File: config.mk
export PLATFORM = sky130hd
export DESIGN_NAME = sync_sram_input_control
export DESIGN_NICKNAME = d
export VERILOG_FILES = /design/src/sram_ctl_pkg.sv /design/src/sync_sram_input_control.sv /design/src/burst_addr_counter.sv
export SDC_FILE = /design/constraint.sdc
export NUM_CORES = 1
export LEC_CHECK = 0
export BUFFER_PORTS_ARGS = -buffer_cell sky130_fd_sc_hd__buf_2
export CAP_MARGIN = 5
export CORE_MARGIN = 2
export CORE_UTILIZATION = 25
export CTS_CLUSTER_SIZE = 20
export DETAILED_ROUTE_END_ITERATION = 8
export SETUP_SLACK_MARGIN = 0.15
export SLEW_MARGIN = 20
export SYNTH_ARGS = -nofsm -noshare
export SYNTH_HDL_FRONTEND = slang
export SYNTH_HIERARCHICAL = 1
export SYNTH_SLANG_ARGS = --single-unit
export TNS_END_PERCENT = 100
File: constraint.sdc
create_clock -name i_core_clk -period 2.61 [get_ports i_core_clk]
set_clock_uncertainty 0.05 [all_clocks]
set_input_delay 0.1305 -clock i_core_clk [delete_from_list [all_inputs] [get_ports i_core_clk]]
set_output_delay 0.1305 -clock i_core_clk [all_outputs]
set_load 0.02 [all_outputs]
File: src/sram_ctl_pkg.sv
// Package for the synchronous burst SRAM input control block.
// Assumes one core clock; no register map, all control is via pins.
package sram_ctl_pkg;
    // =====================================================================
    // Geometry
    // =====================================================================
    localparam int ADDR_W = 20;
    localparam int LANES = 8;
    localparam int LANE_W = 8;
    localparam int BURST_W = 2;
    localparam logic [BURST_W-1:0] BURST_ZERO = 2'h0;
    localparam logic [BURST_W-1:0] BURST_STEP = 2'h1;
    // =====================================================================
    // Cycle kinds
    // =====================================================================
    typedef enum logic [1:0]
    {
        OP_IDLE = 2'h0,
        OP_READ = 2'h1,
        OP_WRITE = 2'h3
    } op_kind_t;
endpackage

File: src/sync_sram_input_control.sv
// Input capture and write control of a pipelined synchronous burst SRAM.
// Assumes all pins except the asynchronous i_sys_rst are synchronous to i_core_clk; one clock, no register map.
`timescale 1ns/1ns
module sync_sram_input_control #(
    parameter int ADDR_W = sram_ctl_pkg::ADDR_W,
    parameter int LANES = sram_ctl_pkg::LANES,
    parameter int LANE_W = sram_ctl_pkg::LANE_W
)
(
    input wire logic i_core_clk,
    input wire logic i_sys_rst,
    input wire logic i_clock_qualifier_n,
    input wire logic i_chip_sel1_n,
    input wire logic i_chip_sel2,
    input wire logic i_chip_sel3_n,
    input wire logic i_write_enable_n,
    input wire logic i_advance_or_load,
    input wire logic [ADDR_W-3:0] i_addr_high,
    input wire logic i_low_address_bit_one,
    input wire logic i_low_address_bit_zero,
    input wire logic [LANES-1:0] i_byte_lane_write_select_n,
    input wire logic [LANES*LANE_W-1:0] i_data,
    input wire logic [LANES-1:0] i_parity_io_lanes,
    output logic o_selected,
    output logic o_write_start,
    output logic o_read_start,
    output logic [ADDR_W-1:0] o_access_addr,
    output logic [LANES-1:0] o_lane_write_en,
    output logic [LANES*LANE_W-1:0] o_write_data,
    output logic [LANES-1:0] o_write_parity
);
    // =====================================================================
    // Qualified edge and decode
    // =====================================================================
    logic edge_ok;
    logic sel_now;
    logic is_write;
    logic do_load;
    logic do_advance;
    logic [ADDR_W-1:0] pin_addr;
    logic [ADDR_W-1:0] burst_addr;
    logic selected_reg;
    logic burst_write;
    sram_ctl_pkg::op_kind_t op_reg;
    sram_ctl_pkg::op_kind_t op_next;
    logic [LANES-1:0] lane_en_reg;

    assign edge_ok = !i_clock_qualifier_n;
    assign sel_now = !i_chip_sel1_n && i_chip_sel2 && !i_chip_sel3_n;
    assign pin_addr = {i_addr_high, i_low_address_bit_one,
                       i_low_address_bit_zero};
    assign do_load = edge_ok && !i_advance_or_load && sel_now;
    // A burst continues only while a prior access left the part selected.
    assign do_advance = edge_ok && i_advance_or_load && selected_reg;
    // The write enable has no effect on a masked edge.
    assign is_write = !i_write_enable_n;

    // =====================================================================
    // Access kind
    // =====================================================================
    // The kind changes only on a qualified load edge. Advance edges keep
    // it, which is how a burst inherits the direction of its first access
    // without the controller repeating the write enable.
    always_comb
    begin
        op_next = op_reg;
        case (op_reg)
            sram_ctl_pkg::OP_IDLE:
            begin
                if (do_load)
                begin
                    op_next = is_write ? sram_ctl_pkg::OP_WRITE
                                       : sram_ctl_pkg::OP_READ;
                end
            end
            sram_ctl_pkg::OP_READ,
            sram_ctl_pkg::OP_WRITE:
            begin
                if (do_load)
                begin
                    op_next = is_write ? sram_ctl_pkg::OP_WRITE
                                       : sram_ctl_pkg::OP_READ;
                end
                else if (edge_ok && !i_advance_or_load)
                begin
                    // A load with the selects released ends the burst.
                    op_next = sram_ctl_pkg::OP_IDLE;
                end
            end
            default:
            begin
                op_next = sram_ctl_pkg::OP_IDLE;
            end
        endcase
    end

    // Advance cycles keep the direction of the access they continue.
    assign burst_write = (op_reg == sram_ctl_pkg::OP_WRITE);

    // =====================================================================
    // Burst counter
    // =====================================================================
    // The counter sees only qualified load and advance strobes, so a
    // masked edge can never move the access address.
    burst_addr_counter #(
        .ADDR_W(ADDR_W),
        .BURST_W(sram_ctl_pkg::BURST_W)
    ) u_burst
    (
        .i_core_clk(i_core_clk),
        .i_sys_rst(i_sys_rst),
        .i_load(do_load),
        .i_advance(do_advance),
        .i_addr(pin_addr),
        .o_addr(burst_addr)
    );

    // =====================================================================
    // Cycle state
    // =====================================================================
    // A masked edge holds op_reg and selected_reg, so the previous cycle is
    // extended and the part is not deselected.
    always_ff @(posedge i_core_clk or posedge i_sys_rst)
    begin
        if (i_sys_rst)
        begin
            op_reg <= sram_ctl_pkg::OP_IDLE;
            selected_reg <= 1'b0;
        end
        else if (edge_ok)
        begin
            op_reg <= op_next;
            if (!i_advance_or_load)
            begin
                selected_reg <= sel_now;
            end
        end
    end

    // The start pulses last one cycle. A masked edge clears them, so a
    // stalled access is never reported to the array twice.
    always_ff @(posedge i_core_clk or posedge i_sys_rst)
    begin
        if (i_sys_rst)
        begin
            o_write_start <= 1'b0;
            o_read_start <= 1'b0;
        end
        else
        begin
            o_write_start <= do_load && is_write;
            o_read_start <= do_load && !is_write;
        end
    end

    // =====================================================================
    // Byte-lane write enables
    // =====================================================================
    genvar g;
    generate
        for (g = 0; g < LANES; g = g + 1)
        begin : g_lane
            always_ff @(posedge i_core_clk or posedge i_sys_rst)
            begin
                if (i_sys_rst)
                begin
                    lane_en_reg[g] <= 1'b0;
                end
                else if (edge_ok)
                begin
                    lane_en_reg[g] <= !i_byte_lane_write_select_n[g] &&
                        ((do_load && is_write) ||
                         (do_advance && burst_write));
                end
                else
                begin
                    lane_en_reg[g] <= 1'b0;
                end
            end
        end
    endgenerate

    // Data and parity are captured as whole words, without their lane selects.
    // They are taken on every qualified edge, not only on writes: the
    // array only looks at them under a lane enable, and skipping the
    // decode here keeps the data path one register deep.
    always_ff @(posedge i_core_clk or posedge i_sys_rst)
    begin
        if (i_sys_rst)
        begin
            o_write_data <= '0;
            o_write_parity <= '0;
        end
        else if (edge_ok)
        begin
            o_write_data <= i_data;
            o_write_parity <= i_parity_io_lanes;
        end
    end

    // =====================================================================
    // Outputs
    // =====================================================================
    // Every output is a register, so the array sees no decode glitches.
    assign o_lane_write_en = lane_en_reg;
    assign o_access_addr = burst_addr;
    assign o_selected = selected_reg;
endmodule

File: src/burst_addr_counter.sv
// Burst address counter for the SRAM input control block.
// Assumes load and advance are already qualified by the clock qualifier.
`timescale 1ns/1ns
module burst_addr_counter #(
    parameter int ADDR_W = sram_ctl_pkg::ADDR_W,
    parameter int BURST_W = sram_ctl_pkg::BURST_W
)
(
    input wire logic i_core_clk,
    input wire logic i_sys_rst,
    input wire logic i_load,
    input wire logic i_advance,
    input wire logic [ADDR_W-1:0] i_addr,
    output logic [ADDR_W-1:0] o_addr
);
    logic [ADDR_W-BURST_W-1:0] base_reg;
    logic [BURST_W-1:0] count_reg;

    // =====================================================================
    // Counter
    // =====================================================================
    // Only the low bits wrap so a burst stays inside its aligned group.
    always_ff @(posedge i_core_clk or posedge i_sys_rst)
    begin
        if (i_sys_rst)
        begin
            base_reg <= '0;
            count_reg <= sram_ctl_pkg::BURST_ZERO;
        end
        else if (i_load)
        begin
            base_reg <= i_addr[ADDR_W-1:BURST_W];
            count_reg <= i_addr[BURST_W-1:0];
        end
        else if (i_advance)
        begin
            count_reg <= count_reg + sram_ctl_pkg::BURST_STEP;
        end
    end

    assign o_addr = {base_reg, count_reg};
endmodule

==> reports/results.txt <==
The total core area was 0.0153 mm^2. The number of pins with negative max-slew slack in the final report was 0. The share of the cycle needed by the critical path after routing works out to 52.4%. In this run the horizontal extent of the chip is 130 um. The worst hold path passes through 3 cells. Headroom to the max-slew limit came out at 49.2%. The die covers 0.0168 mm^2.

After legalization and detailed placement, the total HPWL measured 7260 um. At the pin with the least slew margin, the transition time is 0.762 ns. The number of nets in the synthesized netlist is 350, and the time the final worst path needs with I/O delays and setup is 1.37 ns. The tools report the count of nets after finishing as 666. Total count of hold-check failures in the final report: 0. The deepest level of the CTS H-tree is 3. TritonCTS built the clock tree. During I/O placement, the number of pins put on the boundary was 211. Clock tree synthesis inserted a total of 9 buffers. The proportion of layout cells with a drive suffix above 1 came out at 57.7%.

Clock tree synthesis selected as its root buffer the cell clkbuf_16. The run gives 11100 um as the overall routed net length. Cell depth of the worst flop-to-flop path: 3. Number of nets with antenna violations after detailed routing: 0. The maximum net fanout on the critical path works out to 8.

Synthesis produced a netlist whose cell count is 242. Mean instance size in the synthesized netlist: 16.3 um^2. DRC violation count after routing: 0. The logs give 25.7% for the starting utilization of the core area and 731 MHz for the maximum clock rate.

Post-CTS repair changed the size of 0 cells. The logs give 47 for the largest net degree at the start of global routing and 0 for the number of maximum-capacitance constraint violations. Per report_power, the sequential group accounts for 46.1% of the total. The tools report the worst setup slack after layout as 1.24 ns. Kind of start point of the critical path: a register. The first TritonRoute pass finished after 4 iterations. The congestion estimate from routability-driven global placement came to 0.712. No sink is reached through more buffers than the 2 on the longest clock path. Smallest hold slack: 0.0659 ns. The initial antenna violation count was 0; the finished layout cell area was 0.00651 mm^2. The min-delay analysis places its worst path in the category primary input to register. Setup repair after global routing left no endpoint under its margin. The repair_antennas step left the layout with diodes totalling 0. Area used by multi-input combinational logic: 0.00121 mm^2. For the sum of negative setup slack, the log shows 0 ns. Clock-pin slew of the registers on the worst-case setup and hold paths: 0.07 ns. The area overhead of the layout relative to synthesis is 65.3%, and the total area of sequential cells is 0.00263 mm^2. The fill cell instance count of the final layout was 1441. In the layout the commonest cells are buf_2, dfrtp_1, dlygate4sd3_1, mux2_2, nor2_1.

The run gives 45 as the row count. The flip-flop count of the largest register, all copies and words added was 64; the overall die height was 130 um. For the relative contribution of the clock network to total power, the log shows 30.8%. The area after detailed placement is 0.00521 mm^2, and the cell area power density is 643 mW/mm^2. Of the total power, combinational logic draws 23.0%. Buffers placed on the I/O ports in this run total 210. The mean number of vias per cell is 4.03, and the count of routing violations after the opening detailed-route iteration is 73. Prior to clock tree synthesis, the placed netlist has a worst setup slack of 0.985 ns. The internal portion of the total power is 2.98 mW. After synthesis, the netlist uses 20 different library cells. The final route contains 3123 vias. Yosys attributes the largest share of cell area to dfrtp_1, mux2_2, buf_6, nor2_1, a32oi_2. The logs give 0.284 mV for the worst IR drop on VDD and 0 for the final number of setup-violating endpoints. The library cell used most frequently in the layout, excluding fill and tap cells, is buf_2. Critical path capture point type: a register. The sequential area share after synthesis is 66.7%, and the number of warnings issued by yosys is 6. The run finished with clean final reports. After detailed routing, the average wire length per cell comes to 14.4 um. Net switching is 28.8% of the power. The post-synthesis register bit count came out at 105.

The first global-routing pass estimated 16900 um of wire. The worst setup path is of the register to register kind. For the worst setup path, the data arrival time is 1.53 ns. Global routing used 13.4% of the available tracks across all layers. The residual overflow from global routing is 0.

The synthesized netlist occupies a cell area of 0.00394 mm^2. The largest total area in the synthesized netlist belongs to dfrtp_1. Of the post-synthesis cell area, the dominant cell type holds 66.7%. For the via count of the first global-routing pass, the log shows 3502. The final core utilization was 42.5%; the required time of the critical path was 2.78 ns.

Summed over all nets, the switching power comes to 1.20 mW. The logs give 3.16 nW for the standby leakage power and 105 for the TritonCTS sink count. At the later pin of the worst-skew pair, clock insertion delay measures 0.34 ns.
-- power by group through the flow --
stage,Sequential (mW),Combinational (mW),Clock [mW]
floorplan,2.20,0.262,0
global placement,1.95,0.834,0
detailed placement,1.96,0.849,0
CTS,1.93,0.968,1.35
global route,1.96,1.04,1.41
finish,1.93,0.964,1.29
-- area by class of cell --
class                           count  share of cell area [%]
Tap cell                          211                    4.05
Sequential cell                   105                    40.3
Multi-Input combinational cell    123                    18.6
Clock inverter                      5                   0.461
Timing Repair Buffer              316                    32.5
Inverter                            3                   0.192
Clock buffer                       11                    3.88
-- worst max-delay path, cell delays in order, from the launching register on --
cell and delay [ns]:
dfrtp_1 0.40, and3b_1 0.23, a32oi_2 0.47, nor2_1 0.09
-- cell families after synthesis --
group / Yosys count / share of synthesized area [%]
xor gates and xnor gates: 1 / 0.222
AOI/OAI and AO/OA: 7 / 1.30
DFF: 105 / 66.7
muxes: 91 / 26.0
and+or+nand+nor: 24 / 3.02
buffers and inverters: 14 / 2.76
-- final timing paths --
path / from / end / slack [ns]
worst max register to register: o_selected$_DFFE_PP0P_ / o_lane_write_en[3]$_DFF_PP0_ / 1.24
worst min register to register: o_write_data[40]$_DFFE_PP0N_ / o_write_data[40]$_DFFE_PP0N_ / 0.45
worst max-delay path: o_selected$_DFFE_PP0P_ / o_lane_write_en[3]$_DFF_PP0_ / 1.24
worst min-delay path: i_chip_sel2 / op_reg[0]$_DFFE_PP0P_ / 0.07
min in group asynchronous: i_sys_rst / o_lane_write_en[3]$_DFF_PP0_ / 0.40
max in group asynchronous: i_sys_rst / o_write_data[10]$_DFFE_PP0N_ / 1.43
-- what timing repair did --
item                                   CTS  global route
hold buffers                           102             0
setup endpoints to repair                0             0
setup buffers                            0             0
endpoints found under the hold margin  160             0
-- cells in the mapped netlist --
cell type,instances
dfrtp_1,105
mux2_2,91
nor2_1,11
buf_6,6
nand2_1,4
a21oi_1,3
buf_2,3
inv_1,3
nor3_1,3
buf_4,2
o21ai_0,2
a221o_1,1
a32oi_2,1
and3_1,1
and3b_1,1
nor2b_1,1
nor3b_1,1
nor4bb_1,1
or3b_2,1
xnor2_1,1
-- through the flow --
step / total power [mW] / cells
floorplan: 2.46 / 242
detailed placement: 2.81 / 656
global placement: 2.79 / 656
CTS: 4.26 / 774
global route: 4.41 / 774
finish: 4.19 / 774
-- routing by layer --
metal | vias to the layer above | share of wire (%) | global-route usage (%)
li1 | 1472 | - | -
met1 | 1501 | 39 | 14.5
met2 | 133 | 52 | 24.2
met3 | 17 | 6.3 | 3.43
met4 | 0 | 2.1 | 6.45
met5 | - | 0 | 0
(Power assumes the default switching activity.)
